==> src/logic/ebrw_pkg.sv <==
// Package of constants for the external bus ready/wait cycle controller
package ebrw_pkg;
    // ==========================================================
    // Register map (APB byte addresses)
    localparam logic [7:0] ADDR_CTRL = 8'h00;
    localparam logic [7:0] ADDR_CMD = 8'h04;
    localparam logic [7:0] ADDR_WDATA = 8'h08;
    localparam logic [7:0] ADDR_STATUS = 8'h0C;
    localparam logic [7:0] ADDR_RDATA = 8'h10;
    // ==========================================================
    // Control register fields
    localparam int CTRL_WS_LSB = 0;
    localparam int CTRL_WS_W = 4;
    localparam int CTRL_RWDLY_BIT = 4;
    localparam int CTRL_MUX_BIT = 5;
    localparam int CTRL_TRI_BIT = 6;
    localparam int CTRL_ASYNC_BIT = 7;
    localparam int CTRL_ALEEXT_BIT = 8;
    localparam logic [31:0] CTRL_RESET = 32'h0000_0000;
    // Command register fields
    localparam int CMD_WRITE_BIT = 16;
    localparam int CMD_ADDR_W = 16;
    // Status fields
    localparam int STAT_BUSY_BIT = 0;
    localparam int STAT_DONE_BIT = 1;
    // ==========================================================
    // Timing: one state step is one cpu half period (one clk cycle)
    localparam int CLK_PERIOD_NS = 40;
    localparam int HALF_PER_NS = 40;
    localparam int HALF_CYC = (HALF_PER_NS + CLK_PERIOD_NS - 1) / CLK_PERIOD_NS;
    localparam int SYNC_STAGES = 3;
    // ==========================================================
    // Bus cycle states, one-hot
    typedef enum logic [8:0] {
        ST_IDLE = 9'b0_0000_0001,
        ST_ALE = 9'b0_0000_0010,
        ST_SETUP = 9'b0_0000_0100,
        ST_CMD = 9'b0_0000_1000,
        ST_WAIT = 9'b0_0001_0000,
        ST_RDYS = 9'b0_0010_0000,
        ST_END = 9'b0_0100_0000,
        ST_MUXW = 9'b0_1000_0000,
        ST_TRIW = 9'b1_0000_0000
    } ebrw_state_t;
endpackage

==> src/logic/ebrw_sync_if.sv <==
// Interface carrying the ready synchroniser signals
`timescale 1ns/1ps
interface ebrw_sync_if;
    logic ready_raw;
    logic ready_sync;
    modport owner (output ready_raw, input ready_sync);
    modport sync (input ready_raw, output ready_sync);
endinterface

==> src/logic/ebrw_ctrl.sv <==
// External bus cycle controller with wait states and ready termination
// How it works
// - A ready sampled high at the sample point adds a wait state, sampled low ends the cycle.
// - Each cycle includes the programmed count of cycle-time wait states, possibly zero.
// - The command's leading edge is one half period later when read/write delay is enabled.
// - Multiplexed cycles end with a mux wait state and an optional tristate wait state.
// - The gap is two clock-output cycles for mux with tristate and zero for demux without it.
// - Read data are captured on the edge that ends the strobe; the address holds until the next command.
// - Mux and tristate options for the spacing are read live as the current cycle ends.
`timescale 1ns/1ps
module ebrw_ctrl (
    // Clock, reset, enable
    input wire logic clk,
    input wire logic rst_b,
    input wire logic clk_en,
    // APB slave
    input wire logic psel,
    input wire logic penable,
    input wire logic pwrite,
    input wire logic [7:0] paddr,
    input wire logic [31:0] pwdata,
    output logic [31:0] prdata,
    output logic pready,
    output logic pslverr,
    // External bus pins
    output logic system_clock_output,
    output logic ale,
    output logic read_chip_select_b,
    output logic write_chip_select_b,
    output logic high_byte_enable_b,
    output logic [15:0] addr_out,
    input wire logic [15:0] data_in,
    output logic [15:0] data_out,
    output logic data_oe,
    input wire logic ready_b
);
    ebrw_pkg::ebrw_state_t st_q, st_d;
    logic [31:0] ctrl_q;
    logic [31:0] cmd_q;
    logic [15:0] wdata_q;
    logic [15:0] rdata_q;
    logic pend_q, done_q;
    logic [3:0] ws_q;
    logic co_q;
    logic write_q;
    logic gap_q;
    ebrw_sync_if sif ();

    // ==========================================================
    // Register decode
    wire wr_en = psel && penable && pwrite;
    wire rd_sel_ctrl = paddr == ebrw_pkg::ADDR_CTRL;
    wire rd_sel_cmd = paddr == ebrw_pkg::ADDR_CMD;
    wire rd_sel_wd = paddr == ebrw_pkg::ADDR_WDATA;
    wire rd_sel_st = paddr == ebrw_pkg::ADDR_STATUS;
    wire rd_sel_rd = paddr == ebrw_pkg::ADDR_RDATA;
    wire mapped = rd_sel_ctrl | rd_sel_cmd | rd_sel_wd | rd_sel_st | rd_sel_rd;
    wire busy = (st_q != ebrw_pkg::ST_IDLE) || pend_q;
    wire [3:0] cfg_ws = ctrl_q[ebrw_pkg::CTRL_WS_LSB +: ebrw_pkg::CTRL_WS_W];
    wire cfg_rwdly = ctrl_q[ebrw_pkg::CTRL_RWDLY_BIT];
    wire cfg_mux = ctrl_q[ebrw_pkg::CTRL_MUX_BIT];
    wire cfg_tri = ctrl_q[ebrw_pkg::CTRL_TRI_BIT];
    wire cfg_async = ctrl_q[ebrw_pkg::CTRL_ASYNC_BIT];
    wire cfg_aleext = ctrl_q[ebrw_pkg::CTRL_ALEEXT_BIT];
    wire [31:0] status_w = {30'h0000_0000, done_q, busy};
    wire co_rise = !co_q; // Next edge raises the clock output

    assign pready = 1'b1;
    assign pslverr = psel && penable && !mapped;
    assign prdata = rd_sel_ctrl ? ctrl_q :
                    rd_sel_cmd ? cmd_q :
                    rd_sel_wd ? {16'h0000, wdata_q} :
                    rd_sel_st ? status_w :
                    rd_sel_rd ? {16'h0000, rdata_q} : 32'h0000_0000;

    // ==========================================================
    // Clock output toggles each half period: the cpu rate, half the clk rate
    always_ff @(posedge clk or negedge rst_b) begin
        if (!rst_b) begin
            co_q <= 1'b0;
        end else if (clk_en) begin
            co_q <= ~co_q;
        end
    end
    assign system_clock_output = co_q;

    // ==========================================================
    // Ready path: async through synchroniser, sync sampled at clock rise
    assign sif.ready_raw = ready_b;
    ebrw_sync u_sync (
        .clk(clk),
        .rst_b(rst_b),
        .clk_en(clk_en),
        .bus(sif.sync)
    );
    // Sync ready is read live and acted on only at the clock output rise;
    // a held sample would add one clock output cycle of ready latency
    wire ready_lvl = cfg_async ? sif.ready_sync : ready_b;

    // ==========================================================
    // Software registers; command launch set wins over the pending clear at cycle start
    always_ff @(posedge clk or negedge rst_b) begin
        if (!rst_b) begin
            ctrl_q <= ebrw_pkg::CTRL_RESET;
            cmd_q <= 32'h0000_0000;
            wdata_q <= 16'h0000;
            pend_q <= 1'b0;
        end else if (clk_en) begin
            if (wr_en && rd_sel_ctrl) begin
                ctrl_q <= pwdata;
            end
            if (wr_en && rd_sel_wd) begin
                wdata_q <= pwdata[15:0];
            end
            if (wr_en && rd_sel_cmd && !busy) begin
                cmd_q <= pwdata;
                pend_q <= 1'b1;
            end else if (st_q == ebrw_pkg::ST_IDLE && co_rise) begin
                pend_q <= 1'b0;
            end
        end
    end

    // ==========================================================
    // Cycle sequencer
    wire ws_zero = ws_q == 4'h0;
    wire rdy_end = !ready_lvl; // Low ends the cycle
    // Each gap wait state spans one clock output cycle, two clk steps
    wire in_gap = (st_q == ebrw_pkg::ST_MUXW) || (st_q == ebrw_pkg::ST_TRIW);
    always_comb begin
        st_d = st_q;
        case (st_q)
            ebrw_pkg::ST_IDLE: begin
                // Start on a clock output rise so ready sampling keeps a fixed phase
                if (pend_q && co_rise) begin
                    st_d = ebrw_pkg::ST_ALE;
                end
            end
            ebrw_pkg::ST_ALE: begin
                st_d = (cfg_aleext || cfg_rwdly) ? ebrw_pkg::ST_SETUP : ebrw_pkg::ST_CMD;
            end
            ebrw_pkg::ST_SETUP: begin
                st_d = ebrw_pkg::ST_CMD;
            end
            ebrw_pkg::ST_CMD: begin
                st_d = ws_zero ? ebrw_pkg::ST_RDYS : ebrw_pkg::ST_WAIT;
            end
            ebrw_pkg::ST_WAIT: begin
                if (ws_q == 4'h1) begin
                    st_d = ebrw_pkg::ST_RDYS;
                end
            end
            ebrw_pkg::ST_RDYS: begin
                // Sample only at the clock output rise
                if (co_rise && rdy_end) begin
                    st_d = ebrw_pkg::ST_END;
                end
            end
            ebrw_pkg::ST_END: begin
                st_d = cfg_mux ? ebrw_pkg::ST_MUXW : ebrw_pkg::ST_IDLE;
            end
            ebrw_pkg::ST_MUXW: begin
                if (gap_q) begin
                    st_d = cfg_tri ? ebrw_pkg::ST_TRIW : ebrw_pkg::ST_IDLE;
                end
            end
            ebrw_pkg::ST_TRIW: begin
                if (gap_q) begin
                    st_d = ebrw_pkg::ST_IDLE;
                end
            end
            default: begin
                st_d = ebrw_pkg::ST_IDLE;
            end
        endcase
    end

    // Gap options are read live, so a reconfigure before launch governs it
    always_ff @(posedge clk or negedge rst_b) begin
        if (!rst_b) begin
            st_q <= ebrw_pkg::ST_IDLE;
            ws_q <= 4'h0;
            write_q <= 1'b0;
            gap_q <= 1'b0;
        end else if (clk_en) begin
            st_q <= st_d;
            gap_q <= in_gap && !gap_q;
            if (st_q == ebrw_pkg::ST_ALE) begin
                ws_q <= cfg_ws;
                write_q <= cmd_q[ebrw_pkg::CMD_WRITE_BIT];
            end else if (st_q == ebrw_pkg::ST_WAIT) begin
                ws_q <= ws_q - 4'h1;
            end
        end
    end

    // ==========================================================
    // Read capture at the strobe-ending edge
    always_ff @(posedge clk or negedge rst_b) begin
        if (!rst_b) begin
            rdata_q <= 16'h0000;
            done_q <= 1'b0;
        end else if (clk_en) begin
            if (st_q == ebrw_pkg::ST_RDYS && st_d == ebrw_pkg::ST_END) begin
                if (!write_q) begin
                    rdata_q <= data_in;
                end
                done_q <= 1'b1;
            end else if (wr_en && rd_sel_cmd && !busy) begin
                done_q <= 1'b0;
            end
        end
    end

    // ==========================================================
    // Pin drive
    wire in_cmd = (st_q == ebrw_pkg::ST_CMD) || (st_q == ebrw_pkg::ST_WAIT) || (st_q == ebrw_pkg::ST_RDYS);
    wire in_cyc = in_cmd || (st_q == ebrw_pkg::ST_ALE) || (st_q == ebrw_pkg::ST_SETUP);
    assign ale = st_q == ebrw_pkg::ST_ALE;
    assign read_chip_select_b = !(in_cmd && !write_q);
    assign write_chip_select_b = !(in_cmd && write_q);
    assign high_byte_enable_b = !in_cyc;
    assign addr_out = cmd_q[ebrw_pkg::CMD_ADDR_W-1:0];
    assign data_out = wdata_q;
    assign data_oe = in_cmd && write_q;

    // ==========================================================
    // Checks
    AST_RDY_END: assert property (@(posedge clk) disable iff (!rst_b)
        clk_en && st_q == ebrw_pkg::ST_RDYS && co_rise && !ready_lvl |=> st_q == ebrw_pkg::ST_END)
        else $error("ready low did not end cycle");
    AST_RDY_WAIT: assert property (@(posedge clk) disable iff (!rst_b)
        clk_en && st_q == ebrw_pkg::ST_RDYS && ready_lvl |=> st_q == ebrw_pkg::ST_RDYS)
        else $error("ready high did not wait");
    AST_WS_ZERO: assert property (@(posedge clk) disable iff (!rst_b)
        clk_en && st_q == ebrw_pkg::ST_CMD && ws_zero |=> st_q == ebrw_pkg::ST_RDYS)
        else $error("zero wait states not honoured");
    AST_RWDLY: assert property (@(posedge clk) disable iff (!rst_b)
        clk_en && st_q == ebrw_pkg::ST_ALE && cfg_rwdly |=> st_q == ebrw_pkg::ST_SETUP)
        else $error("command not delayed");
    AST_MUXW: assert property (@(posedge clk) disable iff (!rst_b)
        clk_en && st_q == ebrw_pkg::ST_END && cfg_mux |=> st_q == ebrw_pkg::ST_MUXW)
        else $error("mux wait missing");
    AST_GAP_DEMUX: assert property (@(posedge clk) disable iff (!rst_b)
        clk_en && st_q == ebrw_pkg::ST_END && !cfg_mux |=> st_q == ebrw_pkg::ST_IDLE)
        else $error("demux gap not zero");
    AST_RDATA: assert property (@(posedge clk) disable iff (!rst_b)
        clk_en && st_q == ebrw_pkg::ST_RDYS && st_d == ebrw_pkg::ST_END && !write_q
        |=> rdata_q == $past(data_in))
        else $error("read data not captured");
    AST_SYSTEM_CLOCK_OUTPUT: assert property (@(posedge clk) disable iff (!rst_b)
        clk_en |=> system_clock_output != $past(system_clock_output))
        else $error("clock output not halved");
    AST_ASYNC: assert property (@(posedge clk) disable iff (!rst_b)
        clk_en && cfg_async && st_q == ebrw_pkg::ST_RDYS && sif.ready_sync |=> st_q == ebrw_pkg::ST_RDYS)
        else $error("async ready bypassed sync");
    AST_GAP_TRI: assert property (@(posedge clk) disable iff (!rst_b)
        clk_en && st_q == ebrw_pkg::ST_END && cfg_mux && cfg_tri ##1 clk_en [*4] |=> st_q == ebrw_pkg::ST_IDLE)
        else $error("mux tristate gap not two clock output cycles");
    COV_READ: cover property (@(posedge clk) st_q == ebrw_pkg::ST_END && !write_q);
    COV_WRITE: cover property (@(posedge clk) st_q == ebrw_pkg::ST_END && write_q);
    COV_TRI: cover property (@(posedge clk) st_q == ebrw_pkg::ST_TRIW);
endmodule

==> src/logic/ebrw_sync.sv <==
// Three-stage synchroniser for the asynchronous ready pin
`timescale 1ns/1ps
module ebrw_sync (
    // Clock and reset
    input wire logic clk,
    input wire logic rst_b,
    input wire logic clk_en,
    // Carrier
    ebrw_sync_if.sync bus
);
    logic [ebrw_pkg::SYNC_STAGES-1:0] sh_q;
    logic stable_q;

    // ==========================================================
    // Shift chain; first stage only feeds the second
    always_ff @(posedge clk or negedge rst_b) begin
        if (!rst_b) begin
            sh_q <= '1;
            stable_q <= 1'b1;
        end else if (clk_en) begin
            sh_q <= {sh_q[ebrw_pkg::SYNC_STAGES-2:0], bus.ready_raw};
            if (sh_q[1] == sh_q[2]) begin
                stable_q <= sh_q[2];
            end
        end
    end
    // Change counts once stages two and three agree
    assign bus.ready_sync = stable_q;
endmodule

==> config.mk <==
export PLATFORM = sky130hd
export DESIGN_NAME = ebrw_ctrl
export DESIGN_NICKNAME = d
export VERILOG_FILES = /design/src/logic/ebrw_pkg.sv /design/src/logic/ebrw_sync_if.sv /design/src/logic/ebrw_ctrl.sv /design/src/logic/ebrw_sync.sv
export SDC_FILE = /design/constraint.sdc
export NUM_CORES = 1
export LEC_CHECK = 0
export BUFFER_PORTS_ARGS = -buffer_cell sky130_fd_sc_hd__buf_2
export CORE_MARGIN = 3
export CORE_UTILIZATION = 35
export DETAILED_ROUTE_END_ITERATION = 8
export PLACE_DENSITY_LB_ADDON = 0.1
export SLEW_MARGIN = 10
export SYNTH_ARGS = -nofsm -noshare
export SYNTH_HDL_FRONTEND = slang
export SYNTH_SLANG_ARGS = --single-unit
==> constraint.sdc <==
create_clock -name clk -period 3.5 [get_ports clk]
set_input_delay 0.525 -clock clk [delete_from_list [all_inputs] [get_ports clk]]
set_output_delay 0.525 -clock clk [all_outputs]
set_load 0.005 [all_outputs]
After elaboration in Yosys (flattened, before gate mapping)
Index checks and enable logic that the tools add are counted.
Storage, ports and cells
  RAM bits: 0
  output and inout bits: 72
  bits in latches: 0
  ROM bits: 0
  bits in registers: 118
  memories: 0
  input bits: 63
Cells by class
  divide/modulo/power cells: 0
  reductions and logical operators: 44
  mux-type cells: 22
  $mul: 0
  bitwise gates (word level): 6
  equality and inequality tests: 17
  $lt $le $gt $ge: 0
  add/subtract/negate cells: 1
  shift operators: 0
Operators by type and width (count)
  $pmux 9 s9: 1
  $mux 32: 2
  $mux 9: 6
  $mux 16: 3
  $eq 9x7->1 const B: 2
  $eq 8x4->1 const B: 2
  $reduce_and 2->1: 8
  $logic_and 1x1->1: 14
  $mux 4: 3
  $eq 9x1->1 const B: 1
  $eq 9x2->1 const B: 1
  $eq 9x3->1 const B: 1
  $eq 9x4->1 const B: 1
  $eq 9x5->1 const B: 1
  $eq 9x6->1 const B: 1
  $eq 9x8->1 const B: 1
  $eq 9x9->1 const B: 1
  $logic_not 1->1: 9
  $ne 9x1->1 const B: 1
  $eq 8x3->1 const B: 1
  $eq 8x5->1 const B: 1
  $logic_not 8->1: 1
  $mux 8: 1
  $logic_or 1x1->1: 7
  other kinds (10): 20

Longest topological paths before layout
  depth in word-level cells: 9
  depth in mapped cells: 7

Cells and area by module
Synthesis repeated with hierarchy kept, for this count alone.
Second synthesis, totals
  cells, all modules: 498
  area, all modules: 5865.6 um^2
Modules (own cells, without submodules)
  ebrw_ctrl: instances 1, cells an instance 488, sequential area each 2854.0 um^2, area each 5704.2 um^2
  ebrw_sync: instances 1, cells an instance 10, sequential area each 105.1 um^2, area each 161.4 um^2

Least setup slack after synthesis
No wires, ideal clock.
  path type: input-to-output
  start: input port paddr[7]
  end: output port prdata[1]
  path buffers: 2
  slack: 0.884 ns
  cell stages on the path: 7
  data required time: 2.975 ns
  data arrival time: 2.091 ns
  cell sequence: nor4_1 nand2b_1 clkbuf_1 nor4b_1 clkbuf_1 a22oi_1 o21ai_0
On the way
  cells in the longest elaborated chain, start to end: 6
  elaborated cells on any way between the ends: 10
Ends and longest elaborated chain
  start, declared: line ebrw_ctrl.sv:20  | input wire logic [7:0] paddr,
  $eq 8x5->1: line ebrw_ctrl.sv:56  | wire rd_sel_rd = paddr == ebrw_pkg::ADDR_RDATA;
  $mux 16: line ebrw_ctrl.sv:74  | rd_sel_rd ? {16'h0000, rdata_q} : 32'h0000_0000;
  $mux 16: line ebrw_ctrl.sv:73  | rd_sel_st ? status_w :
  $mux 16: line ebrw_ctrl.sv:72  | rd_sel_wd ? {16'h0000, wdata_q} :
  $mux 32: line ebrw_ctrl.sv:71  | rd_sel_cmd ? cmd_q :
  $mux 32 *: line ebrw_ctrl.sv:70  | assign prdata = rd_sel_ctrl ? ctrl_q :
  end, declared: line ebrw_ctrl.sv:22  | output logic [31:0] prdata,
Every way passes the cells marked *; elsewhere a longest branch is shown, timed or not.

Worst setup path in the final report
  start: register st_q[5]
  end: output port ale
On the way
  cells in the longest elaborated chain, start to end: 1
Ends and longest elaborated chain
  start, declared: line ebrw_ctrl.sv:37  | ebrw_pkg::ebrw_state_t st_q, st_d;
  start signal, assigned: line ebrw_ctrl.sv:181  | st_q <= ebrw_pkg::ST_IDLE;
  start signal, assigned: line ebrw_ctrl.sv:186  | st_q <= st_d;
  $eq 9x2->1: line ebrw_ctrl.sv:219  | assign ale = st_q == ebrw_pkg::ST_ALE;
  end, declared: line ebrw_ctrl.sv:27  | output logic ale,
Every way passes these cells.

==> out/qor.txt <==
Post-synthesis sequential area ratio -> 50.9%
WS Path Type -> reg -> out
DP Cell Count -> 801
Final Skew -> 0.00844 ns
Vias per std cell -> 5.25
Cell area after synthesis -> 0.00581 mm^2
Period minus WS final -> 3.03 ns
CP startpoint kind -> register
Number of port buffers -> 133
Mapped Nets -> 553
Peak Freq -> 330 MHz
Final net count -> 670
Length of the first detailed-routing pass in iterations -> 5
Antenna Nets Post-Route -> 0
Largest area contributor in the netlist -> dfrtp_1
Crit end category -> output pin
Final Max Slew Viols -> 0
Placement Rows -> 46
Clock-pin slew on the worst setup and hold paths -> 0.05 ns
Cells after Synth -> 487
First-pass GRT wire length -> 24.9 mm
Drt wl/cell -> 19.0 um
CTS tree -> yes
Ys flop type -> dfrtp_1
Status -> finished, final reports clean
Syn avg cell area -> 11.9 um^2
Most instantiated library cell after synthesis -> dfrtp_1
Placer Congestion -> 0.827
Die height -> 135 um
Worst-Margin Slew -> 0.708 ns
Leading post-synthesis cells by cell area -> dfrtp_1 49%, mux2_2 18%, a22o_1 2.9%, a22oi_1 2.6%, buf_4 2.5%
Power, Total -> 0.00334 W
Max capacitance violation total -> 0
Flop-to-flop setup slack -> 0.76 ns
Fin cells -> 832
Clock Sink Count -> 118
RSZ-0062 raised after global routing -> no
#FFs+latches synth -> 118
Vias in the first global route -> 4,496
Final WL -> 15.8 mm
IO Pins -> 135
Setup TNS -> 0 ns
Post-CTS Setup Inserts -> 0
Layout area overhead -> 23.8%
Leak pwr -> 3.69 nW
Yosys warns -> 0
Async set or reset register ratio after synthesis -> 100%
Type of the worst min-delay path -> in -> async
CTS Buffer Depth -> 2
Initial Util -> 36.2%
Initial antenna violation count -> 2
Dpl hpwl -> 10.9 mm
Synth top area share -> 48.6%
RR Endpoint -> rdata_q[5]
Global route total overflow -> 0
Cts hold-fix bufs -> 0
Share of cells above drive strength 1 -> 46.9%
Remaining DRCs -> 0
Largest net degree at the start of global routing -> 70
Reg-to-reg critical path startpoint -> st_q[7]
Setup violators final -> 0
Part of the cycle the worst path needs -> 86.6%
Synth cell count leaders -> 113 x dfrtp_1, 92 x mux2_2, 26 x o21ai_0, 20 x a22oi_1, 20 x clkbuf_1
Die footprint -> 0.0182 mm^2
Crit-path max FO -> 10
All-layer global routing usage -> 17.9%
Critical Path AT -> 2.51 ns
Ant diodes -> 0
Slew Limit Headroom -> 52.8%
CP required -> 2.97 ns
Vias -> 4,371
DR iter-0 viols -> 292
Clock Latency Late Sink -> 0.41 ns
EDFF count, synth -> 0
Die Wd -> 135 um
Power Density -> 465 mW/mm^2
Core ar. -> 0.0161 mm^2
R2R cell count -> 6
Maximum vdd drop -> 0.316 mV
Final hold viol count -> 0
Max H-tree Level -> 4
Netlist cell types -> 59
Post-cts resize count -> 0
Root buf cell -> clkbuf_16
CTS Buf Count -> 17
==> sequential cells by signal, summed over array words and instances, names as in the netlist <==
signal	count
done_q	1
pend_q	1
u_sync.bus.ready_sync	1
ws_q	4
cmd_q	32
st_q	9
gap_q	1
system_clock_output	1
write_q	1
data_out	16
rdata_q	16
u_sync.sh_q	3
ctrl_q	32
==> worst max-delay path by stage <==
stage	startpoint	to	slack (ns)	depth (start not counted)
floorplan	paddr[7]	prdata[1]	0.88	7
finish	st_q[5]	ale	0.47	4
CTS	st_q[5]	ale	0.44	4
detailed placement	paddr[7]	prdata[4]	0.63	7
global route	st_q[5]	ale	0.35	4
global placement	paddr[7]	prdata[4]	0.63	7
==> logic make-up (layout without fill, tap and decap cells) <==
logic type      after synthesis  count (layout)  share of synthesized area [%]
xor+xnor                      3               3                          0.452
compound gates              108             108                           13.2
fa+ha+maj                     3               3                          0.646
mux                         105             105                           20.2
simple gates                 83              83                           8.50
other cells                   1               1                         0.0645
buf+inv                      66             195                           6.07
flops                       118             118                           50.9
==> through the flow <==
step	hold WS [ns]	area, um^2	util, %	setup slack (ns)
finish	0.154	7200	44.8	0.469
detailed placement	0.477	6620	41.2	0.628
floorplan	0.229	5810	-	0.884
CTS	0.176	7200	44.8	0.444
global route	0.193	7200	44.8	0.353
global placement	0.467	6620	41.2	0.630
==> worst max-delay path, cell delays in order, from the launching register on <==
cell	delay, ns
dfrtp_1	0.50
or4_1	0.65
or4_1	0.72
inv_1	0.11
buf_2	0.12
==> area by class of cell <==
cell class              count  area (um^2)
inverters                  15         56.3
fillers                  1543         8860
clock buffers              19          443
multi-input cells         303         2520
flip-flops and latches    118         2960
clock inverters            12          129
well taps                 216          270
repair buffers            149          813
==> layer usage <==
| metal | global-route usage [%] | wire length, um | vias up |
|---|---|---|---|
| met2 | 28.3 | 7550 | 125 |
| met4 | 4.92 | 134 | 4 |
| met3 | 6.26 | 995 | 16 |
| met5 | 0 | 21 | - |
| li1 | - | - | 2014 |
| met1 | 23.6 | 7090 | 2212 |
==> layout by cell type, fill, tap and decap left out, drive strengths merged, types with 4 or more instances in the layout <==
master and instances:
nand2 15, nand2b 5, mux2i 6, clkinv 6
nor2b 5, o21ai 26, a21oi 12, a22o 19
clkbuf 19, buf 149, nor4 10, a21o 4
or2 4, nor2 16, mux2 99, dfstp 5
nor3 7, inv 16, a22oi 20, dfrtp 113
==> power by group <==
part | switching (W) | internal [W] | leakage (nW)
registers | 0.0000355 | 0.00141 | 1.62
clock network | 0.000626 | 0.00106 | 0.275
logic | 0.000127 | 0.0000883 | 1.79
No activity file was read; power rests on OpenSTA's default activity.
